--- config.mk ---
export PLATFORM = sky130hd
export DESIGN_NAME = aes_supervisor
export DESIGN_NICKNAME = d
export VERILOG_FILES = /design/src/inc/aes_pkg.sv /design/src/aes_flag.sv /design/src/aes_outctl.sv /design/src/aes_supervisor.sv
export SDC_FILE = /design/constraint.sdc
export NUM_CORES = 1
export LEC_CHECK = 0
export BUFFER_PORTS_ARGS = -buffer_cell sky130_fd_sc_hd__buf_2
export CAP_MARGIN = 20
export CORE_MARGIN = 5
export CORE_UTILIZATION = 24
export DETAILED_ROUTE_END_ITERATION = 8
export SLEW_MARGIN = 20
export SYNTH_ARGS = -nofsm -noshare
export SYNTH_HDL_FRONTEND = slang
export SYNTH_HIERARCHICAL = 1
export SYNTH_SLANG_ARGS = --single-unit
--- constraint.sdc ---
create_clock -name clock -period 3.8 [get_ports clock]
set_input_delay 0.76 -clock clock [delete_from_list [all_inputs] [get_ports clock]]
set_output_delay 0.76 -clock clock [all_outputs]
set_load 0.01 [all_outputs]
--- src/inc/aes_pkg.sv ---
// Register map, source indices, action codes and helpers for the alarm supervisor
package aes_pkg;
  localparam int MEAS_W = 16;
  localparam int NUM_LIM = 3;
  localparam int NUM_EV = 3;
  localparam int NUM_DEV = 6;
  localparam int NUM_SRC = 9;
  localparam int NUM_ANA = 5;

  // Register byte offsets
  localparam logic [7:0] OFS_CTRL = 8'h00;
  localparam logic [7:0] OFS_VLIMIT = 8'h04;
  localparam logic [7:0] OFS_CLIMIT = 8'h08;
  localparam logic [7:0] OFS_PLIMIT = 8'h0c;
  localparam logic [7:0] OFS_EVACT = 8'h10;
  localparam logic [7:0] OFS_EVTHR_V = 8'h14;
  localparam logic [7:0] OFS_EVTHR_C = 8'h18;
  localparam logic [7:0] OFS_EVTHR_P = 8'h1c;
  localparam logic [7:0] OFS_STATUS = 8'h20;
  localparam logic [7:0] OFS_ACK = 8'h24;
  localparam logic [7:0] OFS_SELECT = 8'h28;
  localparam logic [7:0] OFS_NOM_V = 8'h2c;
  localparam logic [7:0] OFS_NOM_C = 8'h30;
  localparam logic [7:0] OFS_NOM_P = 8'h34;

  // Control register fields
  localparam int CTRL_ON_BIT = 0;
  localparam int CTRL_SOUND_BIT = 1;
  localparam int CTRL_PF_RESTORE_BIT = 2;
  localparam int CTRL_OT_RESTORE_BIT = 3;
  localparam logic CTRL_SOUND_RESET = 1'h0;
  localparam logic CTRL_PF_RESTORE_RESET = 1'h0;
  localparam logic CTRL_OT_RESTORE_RESET = 1'h0;

  // Status register fields: pending at [8:0], shown at [24:16]
  localparam int STAT_PENDING_LSB = 0;
  localparam int STAT_SHOWN_LSB = 16;
  localparam int STAT_REFUSED_BIT = 12;
  localparam int STAT_DC_BIT = 31;

  // Event action field: two bits per event, event k at [2k+1:2k]
  localparam int EVACT_W = 2;

  // Source indices
  localparam int SRC_VTRIP = 0;
  localparam int SRC_CTRIP = 1;
  localparam int SRC_PTRIP = 2;
  localparam int SRC_PF = 3;
  localparam int SRC_OT = 4;
  localparam int SRC_LINK = 5;
  localparam int SRC_EV0 = 6;

  // Action codes
  localparam logic [1:0] ACT_NONE = 2'h0;
  localparam logic [1:0] ACT_SIGNAL = 2'h1;
  localparam logic [1:0] ACT_WARNING = 2'h2;
  localparam logic [1:0] ACT_ALARM = 2'h3;
  localparam logic [2*NUM_EV-1:0] EVACT_RESET = 6'h00;

  // Protection limit ceiling and default: 110 % of nominal
  localparam logic [3:0] LIMIT_NUM = 4'hb;
  localparam logic [3:0] LIMIT_DEN = 4'ha;

  function automatic logic [MEAS_W-1:0] aes_pct110(input logic [MEAS_W-1:0] nom);
    logic [MEAS_W+3:0] wide;
    wide = ({4'h0, nom} * {{MEAS_W{1'b0}}, LIMIT_NUM}) / {{MEAS_W{1'b0}}, LIMIT_DEN};
    return wide[MEAS_W-1:0];
  endfunction

  function automatic logic [MEAS_W-1:0] aes_clamp(input logic [MEAS_W-1:0] v,
                                                  input logic [MEAS_W-1:0] top);
    return (v > top) ? top : v;
  endfunction
endpackage

--- src/aes_flag.sv ---
// Sticky pending flag with acknowledge and reselect for one alarm or event source
`timescale 1ns/1ps
module aes_flag (
  input wire logic clock,
  input wire logic rstn,
  input wire logic cond,
  input wire logic enable,
  input wire logic ack,
  input wire logic reselect,
  output logic rise,
  output logic pending,
  output logic shown
);
  typedef struct packed {
    logic prev;
    logic pending;
  } aes_flag_s;

  aes_flag_s state;
  aes_flag_s next_state;
  logic live;

  assign live = cond & enable;
  assign rise = live & ~state.prev;
  assign pending = state.pending;
  // Acknowledged but still active keeps its status shown
  assign shown = state.pending | live;

  always_comb begin
    next_state = state;
    next_state.prev = live;
    if (ack) begin
      next_state.pending = 1'b0;
    end
    if (reselect && shown) begin
      next_state.pending = 1'b1;
    end
    // Set wins over a same-cycle acknowledge
    if (rise) begin
      next_state.pending = 1'b1;
    end
  end

  always_ff @(posedge clock) begin
    if (!rstn) begin
      state <= '0;
    end else begin
      state <= next_state;
    end
  end
endmodule

--- src/aes_outctl.sv ---
// DC output state with switch-off on trips and restart after supply fail or overheat
`timescale 1ns/1ps
module aes_outctl (
  input wire logic clock,
  input wire logic rstn,
  input wire logic on_req,
  input wire logic off_req,
  input wire logic trip,
  input wire logic pf_cond,
  input wire logic ot_cond,
  input wire logic pf_restore,
  input wire logic ot_restore,
  output logic dc_on
);
  typedef enum logic [1:0] {DC_OFF, DC_ON, DC_PF_WAIT, DC_OT_WAIT} aes_dc_e;
  typedef struct packed {
    aes_dc_e mode;
  } aes_outctl_s;

  aes_outctl_s state;
  aes_outctl_s next_state;

  assign dc_on = (state.mode == DC_ON);

  always_comb begin
    next_state = state;
    case (state.mode)
      DC_OFF: begin
        // Switch-on is refused while a hardware fault is present
        if (on_req && !pf_cond && !ot_cond) begin
          next_state.mode = DC_ON;
        end
      end
      DC_ON: begin
        if (pf_cond) begin
          next_state.mode = pf_restore ? DC_PF_WAIT : DC_OFF;
        end else if (ot_cond) begin
          next_state.mode = ot_restore ? DC_OT_WAIT : DC_OFF;
        end else if (trip || off_req) begin
          next_state.mode = DC_OFF;
        end
      end
      DC_PF_WAIT: begin
        if (trip || off_req) begin
          next_state.mode = DC_OFF;
        end else if (!pf_cond && !ot_cond) begin
          next_state.mode = DC_ON;
        end
      end
      DC_OT_WAIT: begin
        if (trip || off_req) begin
          next_state.mode = DC_OFF;
        end else if (!ot_cond && !pf_cond) begin
          next_state.mode = DC_ON;
        end
      end
      default: begin
        next_state.mode = DC_OFF;
      end
    endcase
  end

  always_ff @(posedge clock) begin
    if (!rstn) begin
      state.mode <= DC_OFF;
    end else begin
      state <= next_state;
    end
  end
endmodule

--- src/aes_supervisor.sv ---
// Alarm and event supervisor for a programmable DC supply, with APB register access
// Notes on behaviour
// - Event with action NONE is fully ignored.
// - SIGNAL action posts status indication only.
// - WARNING posts status, warning pop-up, optional buzzer.
// - ALARM posts status, pop-up, buzzer, forces output off.
// - Every alarm stays pending until acknowledged.
// - Voltage at limit trips, output off; limit at most 110%.
// - Current at limit trips, output off; limit at most 110%.
// - Power at limit trips, output off; limit at most 110%.
// - Bad or lost AC input trips, output off.
// - After supply fail, restart follows configurable setting.
// - Overheat trips and switches output off.
// - After cooling, output follows configurable setting.
// - Master losing any slave trips, output off.
// - Link loss cleared only by reinit; not analog.
// - Protection limits default to 110% of nominal.
// - One enable gates buzzer for alarms and events.
// - Reselecting a shown status re-raises its pop-up.
// - Device alarms go to status; all but link loss to analog pins.
// - Events evaluated only while output on.
`timescale 1ns/1ps
module aes_supervisor #(
  parameter logic [aes_pkg::MEAS_W-1:0] NOM_VOLTAGE = 16'h03e8,
  parameter logic [aes_pkg::MEAS_W-1:0] NOM_CURRENT = 16'h03e8,
  parameter logic [aes_pkg::MEAS_W-1:0] NOM_POWER = 16'h03e8
) (
  input wire logic clock,
  input wire logic rstn,
  input wire logic [7:0] paddr,
  input wire logic psel,
  input wire logic penable,
  input wire logic pwrite,
  input wire logic [31:0] pwdata,
  output logic [31:0] prdata,
  output logic pready,
  output logic pslverr,
  input wire logic [aes_pkg::MEAS_W-1:0] meas_voltage,
  input wire logic [aes_pkg::MEAS_W-1:0] meas_current,
  input wire logic [aes_pkg::MEAS_W-1:0] meas_power,
  input wire logic supply_ok,
  input wire logic temp_over,
  input wire logic is_master,
  input wire logic link_ok,
  input wire logic link_reinit,
  output logic dc_output_en,
  output logic [aes_pkg::NUM_SRC-1:0] status_pending,
  output logic [aes_pkg::NUM_SRC-1:0] status_shown,
  output logic popup_warning,
  output logic popup_alarm,
  output logic buzzer,
  output logic [aes_pkg::NUM_ANA-1:0] analog_alarm
);
  import aes_pkg::*;

  typedef struct packed {
    logic sound_en;
    logic pf_restore;
    logic ot_restore;
    logic cfg_refused;
    logic [NUM_LIM-1:0][MEAS_W-1:0] limit;
    logic [NUM_EV-1:0][MEAS_W-1:0] ev_thr;
    logic [NUM_EV-1:0][EVACT_W-1:0] ev_act;
    logic buzzer;
    logic [31:0] prdata;
    logic pslverr;
  } aes_top_s;

  aes_top_s state;
  aes_top_s next_state;

  logic [NUM_LIM-1:0][MEAS_W-1:0] nominal;
  logic [NUM_LIM-1:0][MEAS_W-1:0] lim_max;
  logic [NUM_LIM-1:0][MEAS_W-1:0] meas;
  logic [NUM_SRC-1:0][EVACT_W-1:0] act;
  logic [NUM_SRC-1:0] cond;
  logic [NUM_SRC-1:0] enable;
  logic [NUM_SRC-1:0] ack;
  logic [NUM_SRC-1:0] reselect;
  logic [NUM_SRC-1:0] rise;
  logic [NUM_SRC-1:0] pending;
  logic [NUM_SRC-1:0] shown;
  logic [NUM_SRC-1:0] is_alarm;
  logic [NUM_SRC-1:0] is_warning;
  logic [NUM_SRC-1:0] is_loud;
  logic setup;
  logic wr_access;
  logic ack_wr;
  logic sel_wr;
  logic ctrl_wr;
  logic on_req;
  logic off_req;
  logic trip;
  logic dc_on;

  assign nominal = {NOM_POWER, NOM_CURRENT, NOM_VOLTAGE};
  assign meas = {meas_power, meas_current, meas_voltage};

  // APB phases: zero wait states, read data captured during setup
  assign setup = psel & ~penable;
  assign pready = psel & penable;
  assign wr_access = psel & penable & pwrite;
  assign ack_wr = wr_access & (paddr == OFS_ACK);
  assign sel_wr = wr_access & (paddr == OFS_SELECT);
  assign ctrl_wr = wr_access & (paddr == OFS_CTRL);
  assign prdata = state.prdata;
  assign pslverr = pready & state.pslverr;

  // Writing the on bit requests a change only when it differs from the output
  assign on_req = ctrl_wr & pwdata[CTRL_ON_BIT] & ~dc_on;
  assign off_req = ctrl_wr & ~pwdata[CTRL_ON_BIT] & dc_on;

  genvar gi;
  generate
    for (gi = 0; gi < NUM_LIM; gi++) begin : g_lim
      assign lim_max[gi] = aes_pct110(nominal[gi]);
      // Protection trips once the measurement reaches its limit
      assign cond[SRC_VTRIP + gi] = (meas[gi] >= state.limit[gi]);
    end
    for (gi = 0; gi < NUM_EV; gi++) begin : g_ev
      assign cond[SRC_EV0 + gi] = (meas[gi] >= state.ev_thr[gi]);
      assign act[SRC_EV0 + gi] = state.ev_act[gi];
      // Events only look at the output while it is on
      assign enable[SRC_EV0 + gi] = dc_on & (state.ev_act[gi] != ACT_NONE);
    end
    for (gi = 0; gi < NUM_DEV; gi++) begin : g_dev
      assign act[gi] = ACT_ALARM;
      assign enable[gi] = 1'b1;
    end
    for (gi = 0; gi < NUM_SRC; gi++) begin : g_src
      assign reselect[gi] = sel_wr & pwdata[gi];
      assign is_alarm[gi] = (act[gi] == ACT_ALARM);
      assign is_warning[gi] = (act[gi] == ACT_WARNING);
      assign is_loud[gi] = is_alarm[gi] | is_warning[gi];
      aes_flag u_flag (
        .clock(clock),
        .rstn(rstn),
        .cond(cond[gi]),
        .enable(enable[gi]),
        .ack(ack[gi]),
        .reselect(reselect[gi]),
        .rise(rise[gi]),
        .pending(pending[gi]),
        .shown(shown[gi])
      );
    end
  endgenerate

  assign cond[SRC_PF] = ~supply_ok;
  assign cond[SRC_OT] = temp_over;
  assign cond[SRC_LINK] = is_master & ~link_ok;

  // Software acknowledges everything but link loss, which only a reinit clears
  always_comb begin
    ack = {NUM_SRC{ack_wr}} & pwdata[NUM_SRC-1:0];
    ack[SRC_LINK] = link_reinit;
  end

  // A new alarm-class trigger forces the output off
  assign trip = |(rise & is_alarm);

  aes_outctl u_outctl (
    .clock(clock),
    .rstn(rstn),
    .on_req(on_req),
    .off_req(off_req),
    .trip(trip),
    .pf_cond(cond[SRC_PF]),
    .ot_cond(cond[SRC_OT]),
    .pf_restore(state.pf_restore),
    .ot_restore(state.ot_restore),
    .dc_on(dc_on)
  );

  assign dc_output_en = dc_on;
  assign status_pending = pending;
  assign status_shown = shown;
  // SIGNAL events never reach a pop-up
  assign popup_warning = |(pending & is_warning);
  assign popup_alarm = |(pending & is_alarm);
  assign buzzer = state.buzzer;
  // Link loss is left off the analog pins
  assign analog_alarm = shown[NUM_ANA-1:0];

  always_comb begin
    next_state = state;
    // One-cycle buzzer pulse per new warning or alarm, gated by one enable
    next_state.buzzer = state.sound_en & |(rise & is_loud);

    if (wr_access) begin
      case (paddr)
        OFS_CTRL: begin
          next_state.pf_restore = pwdata[CTRL_PF_RESTORE_BIT];
          next_state.ot_restore = pwdata[CTRL_OT_RESTORE_BIT];
          if (dc_on) begin
            if (pwdata[CTRL_SOUND_BIT] != state.sound_en) begin
              next_state.cfg_refused = 1'b1;
            end
          end else begin
            next_state.sound_en = pwdata[CTRL_SOUND_BIT];
          end
        end
        OFS_VLIMIT, OFS_CLIMIT, OFS_PLIMIT: begin
          if (dc_on) begin
            next_state.cfg_refused = 1'b1;
          end else begin
            // Values above the ceiling are clamped rather than rejected
            next_state.limit[paddr[3:2] - 2'h1] =
              aes_clamp(pwdata[MEAS_W-1:0], lim_max[paddr[3:2] - 2'h1]);
          end
        end
        OFS_EVACT: begin
          if (dc_on) begin
            next_state.cfg_refused = 1'b1;
          end else begin
            next_state.ev_act = pwdata[2*NUM_EV-1:0];
          end
        end
        OFS_EVTHR_V, OFS_EVTHR_C, OFS_EVTHR_P: begin
          if (dc_on) begin
            next_state.cfg_refused = 1'b1;
          end else begin
            next_state.ev_thr[paddr[3:2] - 2'h1] = aes_clamp(pwdata[MEAS_W-1:0],
                                                            nominal[paddr[3:2] - 2'h1]);
          end
        end
        OFS_ACK: begin
          if (pwdata[STAT_REFUSED_BIT]) begin
            next_state.cfg_refused = 1'b0;
          end
        end
        default: begin
        end
      endcase
    end

    if (setup) begin
      next_state.pslverr = 1'b0;
      next_state.prdata = '0;
      case (paddr)
        OFS_CTRL: begin
          next_state.prdata[CTRL_ON_BIT] = dc_on;
          next_state.prdata[CTRL_SOUND_BIT] = state.sound_en;
          next_state.prdata[CTRL_PF_RESTORE_BIT] = state.pf_restore;
          next_state.prdata[CTRL_OT_RESTORE_BIT] = state.ot_restore;
        end
        OFS_VLIMIT: next_state.prdata[MEAS_W-1:0] = state.limit[0];
        OFS_CLIMIT: next_state.prdata[MEAS_W-1:0] = state.limit[1];
        OFS_PLIMIT: next_state.prdata[MEAS_W-1:0] = state.limit[2];
        OFS_EVACT: next_state.prdata[2*NUM_EV-1:0] = state.ev_act;
        OFS_EVTHR_V: next_state.prdata[MEAS_W-1:0] = state.ev_thr[0];
        OFS_EVTHR_C: next_state.prdata[MEAS_W-1:0] = state.ev_thr[1];
        OFS_EVTHR_P: next_state.prdata[MEAS_W-1:0] = state.ev_thr[2];
        OFS_STATUS: begin
          next_state.prdata[STAT_PENDING_LSB +: NUM_SRC] = pending;
          next_state.prdata[STAT_SHOWN_LSB +: NUM_SRC] = shown;
          next_state.prdata[STAT_REFUSED_BIT] = state.cfg_refused;
          next_state.prdata[STAT_DC_BIT] = dc_on;
        end
        OFS_ACK, OFS_SELECT: begin
        end
        OFS_NOM_V: next_state.prdata[MEAS_W-1:0] = nominal[0];
        OFS_NOM_C: next_state.prdata[MEAS_W-1:0] = nominal[1];
        OFS_NOM_P: next_state.prdata[MEAS_W-1:0] = nominal[2];
        default: begin
          next_state.pslverr = 1'b1;
        end
      endcase
    end
  end

  always_ff @(posedge clock) begin
    if (!rstn) begin
      state <= '0;
      state.sound_en <= CTRL_SOUND_RESET;
      state.pf_restore <= CTRL_PF_RESTORE_RESET;
      state.ot_restore <= CTRL_OT_RESTORE_RESET;
      state.limit <= lim_max;
      state.ev_act <= EVACT_RESET;
      state.ev_thr <= nominal;
    end else begin
      state <= next_state;
    end
  end
endmodule
==> results of run 1 <==
## cells in the mapped netlist, types with 22 or more instances
library cell | number | area, um2
o21ai_0 | 35 | 175
nor3_1 | 23 | 115
a32o_1 | 35 | 350
a21oi_1 | 46 | 230
buf_4 | 38 | 285
nand2_1 | 49 | 184
inv_1 | 108 | 405
a21o_1 | 25 | 188
clkbuf_1 | 23 | 86.3
nor2_1 | 84 | 315
and2_1 | 39 | 244
dfxtp_1 | 154 | 3080
mux2i_1 | 22 | 220
nand3_1 | 34 | 170
a22oi_1 | 41 | 308
ha_1 | 100 | 1250
## power groups by stage
| stage | clock network (W) | registers (W) | logic, W |
|---|---|---|---|
| 6_report | 0.00171 | 0.00164 | 0.000496 |
| 5_1_grt | 0.00180 | 0.00164 | 0.000539 |
| 4_1_cts | 0.00172 | 0.00164 | 0.000489 |
| 3_5_place_dp | 0 | 0.00168 | 0.000487 |
| 3_3_place_gp | 0 | 0.00168 | 0.000477 |
| 2_1_floorplan | 0 | 0.00167 | 0.000289 |
## path summary, 6_finish.rpt
path / startpoint / endpoint / cells after the start
setup / recovery: meas_current[0] / status_shown[7] / 13
hold / removal: prdata[20]$_SDFFE_PN0P_ / prdata[20]$_SDFFE_PN0P_ / 2
setup reg to reg: state[134]$_SDFFE_PN0P_ / u_outctl/state[0]$_SDFFE_PN0P_ / 13
hold reg to reg: prdata[20]$_SDFFE_PN0P_ / prdata[20]$_SDFFE_PN0P_ / 2
## cells by family after synthesis
logic type | count (synthesis)
fa+ha+maj | 101
other cells | 2
mux | 26
buf+inv | 199
simple gates | 353
xor+xnor | 2
flops | 154
compound gates | 305
## per-layer routing
metal	global-route usage, %	part of all wire (%)	vias to the layer above
met5	0	0.32	-
met4	4.66	2.5	20
li1	-	-	4345
met1	21.2	42	4429
met2	25.7	45	404
met3	5.05	9.7	77
## final cells by class
class / instances / area [um2]
Fill cell: 4310 / 29000
Sequential cell: 154 / 3080
Inverter: 110 / 413
Antenna cell: 3 / 7.51
Multi-Input combinational cell: 805 / 5870
Clock buffer: 17 / 425
Clock inverter: 13 / 145
Timing Repair Buffer: 178 / 996
Tap cell: 532 / 666
## per-stage QoR
step | hold slack [ns] | total power [W] | instances | setup slack (ns)
final | 0.449 | 0.00385 | 1812 | 0.194
after global routing | 0.474 | 0.00398 | 1812 | 0.0449
after CTS | 0.452 | 0.00385 | 1809 | 0.00220
after detailed placement | 0.443 | 0.00217 | 1779 | -0.0937
after global placement | 0.435 | 0.00215 | 1779 | 0.0543
after floorplan | 0.426 | 0.00196 | 1158 | 0.602
## layout by cell type (no fill, tap or decap), types with 23 or more instances in the layout
cell / netlist / final
nor3_1: 23 / 23
a22oi_1: 41 / 41
a21oi_1: 46 / 46
a21o_1: 25 / 25
nand2_1: 49 / 49
a32o_1: 35 / 35
inv_1: 108 / 108
nand3_1: 34 / 34
and2_1: 39 / 39
buf_2: 21 / 136
ha_1: 100 / 100
o21ai_0: 35 / 35
dfxtp_1: 154 / 154
nor2_1: 84 / 84
buf_4: 38 / 42
## flip-flops by register name, summed over array words and instances, names as in the netlist
name,count
state,101
prdata,26
g_src.u_flag/pending,9
g_src.u_flag/state,9
act,6
u_outctl/state,2
buzzer,1
## repair_timing
| action | CTS | global route |
|---|---|---|
| endpoints found under the setup margin | 0 | 4 |
| setup buffers | 0 | 0 |
| resized for setup | 0 | 4 |
## critical path, delay by kind of cell
kind	cells	cell delay [ns]
AOI/OAI and AO/OA	4	0.92
buffers and inverters	5	0.58
and+or+nand+nor	3	0.32
adders and majority gates	1	0.27
==> impl_metrics.csv, run 1 <==
group,metric,value,unit
outcome,status,"complete, no violations",
synthesis,synth_top_family_by_area,"compound AO/OA/AOI/OAI gates",
die,die_x,212,um
die,dieArea,0.0451,mm2
global_route,grt.overflow.total,0,
timing,tightest_slew,0.804,ns
die,rows,74,
critical_path,path_class,"in -> out",
timing,rsz0062_at_grt,"false",
route,final_antenna_net_count,0,
synthesis,netlist_area,0.00982,mm2
timing,post-route-period-util,94.9,%
final_layout,final_area,0.0116,mm2
placed_design,place.gp.congestion,0.937,
clocking,cts_root_buf,"clkbuf_16",
clocking,htreeDepth,4,
timing,hold_violations,0,
power,pwr-share-seq,42.7,%
final_layout,final_core_util,28.5,%
clocking,cts_tree,"built",
power,p_int,0.00277,W
timing,tns,0,ns
placed_design,placed_area,0.0110,mm2
synthesis,synth_edf_count,0,
synthesis,synth_adder_area_share,12.8,%
die,core,0.0406,mm2
timing,setup_viol,0,
synthesis,syn_inst,1142,
global_route,grt_pass1_wl,54.9,mm
job,drv_cap,0,
global_route,antenna_found_initial,13,
placed_design,dp_hpwl,29.5,mm
route,drt_pass1_iterations,5,
timing,slew_headroom,45.6,%
critical_path,cp-end-kind,"output pin",
synthesis,synthMuxAreaShare,2.70,%
clocking,clkTransAtPathRegs,0.06,ns
synthesis,synth_compound_area_share,23.1,%
critical_path,critPathSlowestCell,"a2111oi_2",
synthesis,synth_xor_area_share,0.178,%
clocking,numCtsBuffers,17,
power,p_sw,0.00107,W
power,ir_drop,0.000224,V
die,io_pins,159,
critical_path,crit_chain,"buf_2 > inv_1 > buf_4 > ha_1 > nand2b_1 > a21o_1 > a21o_1 > a2111oi_2 > o41ai_1 > buf_4 > nand2_2 > nand2b_1 > buf_2",
route,via_count,9275,
placed_design,numPortBuffers,136,
critical_path,r2r_slack,0.42,ns
timing,fin_skew,0.00591,ns
clocking,cts-hold-fix-buffers,0,
final_layout,layout-drive-gt1-share,21.3,%
timing,fmax,0.277,GHz
route,routed_wl,37.6,mm
synthesis,yosys.area_share.simple,20.0,%
route,remaining_drc_errors,0,
final_layout,finalNetCount,1464,
global_route,grt_max_degree,49,
critical_path,start_kind,"primary input",
power,swShare,27.9,%
synthesis,synthArstFlopShare,0,%
clocking,clk_latency,0.44,ns
route,vias_per_cell,5.12,
synthesis,synth-seq-area-share,31.4,%
min_path,hp-class,"reg -> reg",
synthesis,yosysWarnings,6,
critical_path,critPathMaxStageDelay,0.40,ns
die,start_util,24.2,%
critical_path,worstPathMaxFanout,3,
power,power.density,332,mW/mm2
synthesis,ys.flop_type,"dfxtp_1",
die,die_h,212,um
synthesis,synth_seq_cells,154,
synthesis,avgSynthCellArea,8.60,um2
route,first_iter_violations,968,
clocking,clock_sinks,154,
global_route,grt_pass1_vias,8849,
synthesis,synth_cell_types,80,
route,wl_per_cell,20.7,um
final_layout,syn2layout_area_growth,18.1,%
timing,min_period,3.61,ns
timing,finalMaxSlewViolations,0,
power,clkPwrFrac,44.4,%
clocking,cts_max_path_buffers,2,
critical_path,crit_required,3.04,ns
global_route,track_usage,16.2,%
critical_path,critPathArrivalTime,2.85,ns
power,leakagePower,4.86,nW
power,combPwrFrac,12.9,%
(Power assumes the default switching activity.)
==> run 2, diff against run 1 <==
ABC_AREA = 1   (was not set)
GPL_TIMING_DRIVEN = 0   (was not set)
SLEW_MARGIN = not set   (was 20)
==> impl_metrics.csv, run 2 <==
group,metric,value,unit
critical_path,start_kind,"primary input",
synthesis,synth_seq_cells,154,
timing,setup_viol,0,
global_route,antenna_found_initial,5,
critical_path,worstPathMaxFanout,4,
clocking,cts-hold-fix-buffers,0,
timing,tns,0,ns
clocking,cts_root_buf,"clkbuf_16",
critical_path,critPathArrivalTime,2.58,ns
clocking,postCtsSetupBuffers,0,
synthesis,ys.flop_type,"dfxtp_1",
timing,hold_violations,0,
final_layout,layout-drive-gt1-share,19.3,%
timing,fmax,0.300,GHz
critical_path,cp-end-kind,"output pin",
timing,finalMaxSlewViolations,0,
die,die_h,212,um
synthesis,synth-seq-area-share,31.4,%
clocking,cts_max_path_buffers,2,
timing,setup_slack,0.463,ns
critical_path,worst-r2r-cell-count,19,
route,remaining_drc_errors,0,
final_layout,regMostFlops,"state",
synthesis,synth_top_area_share,31.4,%
min_path,hp-class,"reg -> reg",
final_layout,largest_reg_flops,101,
timing,min_period,3.34,ns
synthesis,synth_largest_area_cell,"dfxtp_1",
final_layout,syn2layout_area_growth,20.3,%
placed_design,pre_cts_ws,0.166,ns
outcome,status,"complete, no violations",
clocking,clock_sinks,154,
placed_design,dp_hpwl,30.6,mm
route,final_antenna_net_count,0,
min_path,hold_depth,2,
synthesis,synth_cell_types,39,
route,first_iter_violations,900,
clocking,cts_tree,"built",
clocking,clk_latency,0.44,ns
die,io_pins,159,
route,via_count,9993,
clocking,ctsResizeCount,0,
synthesis,syn_inst,1428,
route,vias_per_cell,4.67,
synthesis,netlist_area,0.00983,mm2
power,leakagePower,5.38,nW
synthesis,yosys-top-cells-count,"291 x nand2_1, 185 x inv_1, 164 x a21oi_1",
critical_path,crit_required,3.04,ns
clocking,clkTransAtPathRegs,0.07,ns
final_layout,final_common_cell,"nand2_1",
route,wl_per_cell,17.1,um
final_layout,layout_common_cells,"291 x nand2_1, 185 x inv_1, 164 x a21oi_1",
job,drv_cap,0,
timing,rsz0062_at_grt,"false",
global_route,grt_max_degree,17,
global_route,grt.overflow.total,0,
timing,tightest_slew,0.747,ns
die,die_x,212,um
synthesis,synth_area_leaders,"dfxtp_1 31%, ha_1 13%, nand2_1 11%",
synthesis,avgSynthCellArea,6.88,um2
power,power.density,335,mW/mm2
placed_design,numPortBuffers,135,
power,ir_drop,0.000245,V
route,routed_wl,36.5,mm
global_route,grt_pass1_wl,54.5,mm
synthesis,yosys.cell_count.top_type,"nand2_1",
die,dieArea,0.0451,mm2
die,start_util,24.2,%
timing,post-route-period-util,87.8,%
final_layout,finalNetCount,1790,
global_route,track_usage,15.8,%
route,drt_pass1_iterations,5,
die,rows,74,
timing,fin_skew,0.0178,ns
critical_path,path_class,"in -> out",
global_route,grt_pass1_vias,9377,
placed_design,place.gp.congestion,0.943,
clocking,htreeDepth,4,
clocking,numCtsBuffers,17,
synthesis,synthArstFlopShare,0,%
synthesis,synth_edf_count,0,
synthesis,yosysWarnings,6,
die,core,0.0406,mm2
timing,slew_headroom,50.0,%
[run 2: cell count changes in the layout (fill, tap and decap cells not counted), sizes merged, moves of 41 or more]
cell   change
a21oi    +118
a22oi     -41
inv       +90
nand2    +266
nor2      +59
o21ai     +83
[run 2: layer usage]
layer | global-route usage, % | vias to the layer above | wire length [um]
met1 | 21.4 | 4700 | 16100
met4 | 3.86 | 8 | 602
met3 | 2.46 | 48 | 2430
met5 | 0 | - | 46
met2 | 26.7 | 309 | 17300
li1 | - | 4928 | -
[run 2: cell type report]
cell class,instances,area [um2]
antenna,1,2.50
buffer,76,470
clock buffer,19,433
clock inverter,13,181
fill,4444,28800
inverter,196,736
multi-input combinational,1012,5580
sequential,154,3080
tap,532,666
timing repair buffer,135,676
[run 2: metrics by stage]
step	power [W]	instances	utilization (%)	cell area, um2	hold slack, ns
finish	0.00396	2138	29.1	11800	0.463
global route	0.00410	2137	29.1	11800	0.481
CTS	0.00396	2137	29.1	11800	0.464
detailed placement	0.00216	2105	27.6	11200	0.453
global placement	0.00215	2105	27.6	11200	0.438
floorplan	0.00196	1438	-	9860	0.421
[run 2: path summary, 6_finish.rpt]
check                           from                             end  slack (ns)
max                 meas_current[15]                 status_shown[1]        0.46
min          state[136]$_SDFFE_PN0P_         state[136]$_SDFFE_PN0P_        0.46
max reg2reg  state[107]$_SDFFE_PN1P_  u_outctl/state[0]$_SDFFE_PN0P_        0.70
min reg2reg  state[136]$_SDFFE_PN0P_         state[136]$_SDFFE_PN0P_        0.46
[run 2: power breakdown]
| group | internal (W) | switching, W | total (W) |
|---|---|---|---|
| Clock | 0.00106 | 0.000773 | 0.00183 |
| Combinational | 0.000172 | 0.000312 | 0.000484 |
| Sequential | 0.00163 | 0.0000137 | 0.00165 |
| Total | 0.00286 | 0.00110 | 0.00396 |
[run 2: worst max-delay path, cell delays in order]
cell and delay, ns:
buf_2 0.11, ha_1 0.29, nand2_1 0.07, inv_1 0.05, nand3_1 0.12, nor3_1 0.32
nand3_1 0.14, nand3_1 0.23, nand2_2 0.13, nand2_2 0.12, buf_4 0.12, buf_2 0.11
[run 2: cells by family (layout without fill, tap and decap cells)]
| family | Yosys count | after routing | share of synthesized area, % |
|---|---|---|---|
| compound gates | 313 | 313 | 16.7 |
| fa+ha+maj | 100 | 100 | 12.7 |
| buf+inv | 272 | 439 | 12.3 |
| flops | 154 | 154 | 31.4 |
| other cells | 2 | 13 | 0.0764 |
| simple gates | 587 | 587 | 26.8 |
==> run 3, diff against run 2 <==
ABC_AREA = 0   (was 1)
TNS_END_PERCENT = 30   (was not set)
==> impl_metrics.csv, run 3 (same netlist as run 1, synthesis figures left out) <==
group,metric,value,unit
power,ir_drop,0.000238,V
timing,slew_headroom,22.5,%
clocking,cts_root_buf,"clkbuf_16",
clocking,cts-hold-fix-buffers,0,
timing,tns,0,ns
clocking,htreeDepth,4,
clocking,clk_latency,0.43,ns
final_layout,regMostFlops,"state",
route,wl_per_cell,21.0,um
placed_design,dp.cells,1825,
final_layout,final_area,0.0118,mm2
clocking,cts_max_path_buffers,2,
timing,finalMaxSlewViolations,0,
placed_design,place.gp.congestion,0.960,
power,power.density,326,mW/mm2
timing,setup_viol,0,
clocking,clkTransAtPathRegs,0.06,ns
route,via_count,9444,
final_layout,largest_reg_flops,101,
timing,tightest_slew,1.15,ns
die,rows,74,
die,start_util,24.2,%
clocking,postCtsSetupBuffers,0,
timing,fmax,0.271,GHz
final_layout,layout_common_cells,"156 x buf_2, 154 x dfxtp_1, 108 x inv_1",
timing,min_period,3.68,ns
die,core,0.0406,mm2
final_layout,layout-drive-gt1-share,22.4,%
global_route,grt_pass1_vias,8894,
timing,fin_skew,0.0106,ns
die,die_h,212,um
final_layout,syn2layout_area_growth,20.5,%
clocking,cts_tree,"built",
placed_design,dp_hpwl,31.5,mm
global_route,grt_max_degree,27,
critical_path,path_class,"in -> out",
route,vias_per_cell,5.08,
placed_design,numPortBuffers,132,
min_path,hold_start,"prdata[21]$_SDFFE_PN0P_",
placed_design,placed_area,0.0112,mm2
global_route,track_usage,16.5,%
critical_path,cp-end-kind,"output pin",
global_route,grt.overflow.total,0,
power,leakagePower,5.01,nW
timing,hold_violations,0,
critical_path,startpoint,"meas_current[0]",
route,final_antenna_net_count,0,
min_path,hp-class,"reg -> reg",
die,dieArea,0.0451,mm2
final_layout,finalNetCount,1510,
critical_path,start_kind,"primary input",
critical_path,r2r_start,"state[134]$_SDFFE_PN0P_",
global_route,antenna_found_initial,4,
critical_path,crit_required,3.04,ns
critical_path,critPathArrivalTime,2.92,ns
route,drt_pass1_iterations,5,
route,first_iter_violations,892,
die,die_x,212,um
clocking,numCtsBuffers,17,
final_layout,final_common_cell,"buf_2",
job,drv_cap,0,
timing,rsz0062_at_grt,"false",
route,remaining_drc_errors,0,
die,io_pins,159,
clocking,clock_sinks,154,
timing,post-route-period-util,97.0,%
route,routed_wl,38.9,mm
final_layout,fin_cells,1858,
outcome,status,"complete, no violations",
critical_path,r2r_slack,0.52,ns
global_route,grt_pass1_wl,55.8,mm
clocking,ctsResizeCount,2,
critical_path,worstPathMaxFanout,3,
-- run 3: metal layers --
layer  track usage (%)  part of all wire [%]
met1              22.1                    43
met2              26.8                    45
met3              3.53                   8.9
met4              5.30                   3.2
met5                 0                 0.087
-- run 3: through the flow --
stage	hold slack, ns	setup slack (ns)	util [%]	total power (W)
after floorplan	0.426	0.602	-	0.00196
after global placement	0.439	-0.355	27.6	0.00217
after detailed placement	0.448	-0.134	27.6	0.00218
after CTS	0.455	0.0203	29.1	0.00387
after global routing	0.473	0.0107	29.1	0.00398
final	0.453	0.115	29.1	0.00387
-- run 3: worst paths after layout --
kind / to / cells past startpoint
setup reg to reg: u_outctl/state[0]$_SDFFE_PN0P_ / 13
setup / recovery: status_shown[1] / 13
hold / removal: prdata[21]$_SDFFE_PN0P_ / 2
hold reg to reg: prdata[21]$_SDFFE_PN0P_ / 2
-- run 3: layout make-up --
cell class	count	area, um2
Fill cell	4385	28800
Timing Repair Buffer	135	676
Clock buffer	19	453
Inverter	110	413
Multi-Input combinational cell	805	5870
Tap cell	532	666
Clock inverter	13	133
Sequential cell	154	3080
Buffer	89	541
Antenna cell	1	2.50
-- run 3: critical path, stage by stage --
cell and delay, ns:
buf_2 0.10, inv_1 0.09, ha_1 0.23, nand2b_1 0.14, a21o_1 0.17, a21o_1 0.19, a2111oi_2 0.42, o41ai_1 0.16
buf_2 0.19, nand2_2 0.11, nand2b_1 0.09, buf_4 0.14, buf_2 0.13
-- run 3: power breakdown --
part | leakage [nW] | switching (W) | internal (W)
Clock | 0.282 | 0.000757 | 0.000952
Combinational | 3.49 | 0.000321 | 0.000192
Sequential | 1.24 | 0.0000162 | 0.00163
Total | 5.01 | 0.00109 | 0.00277
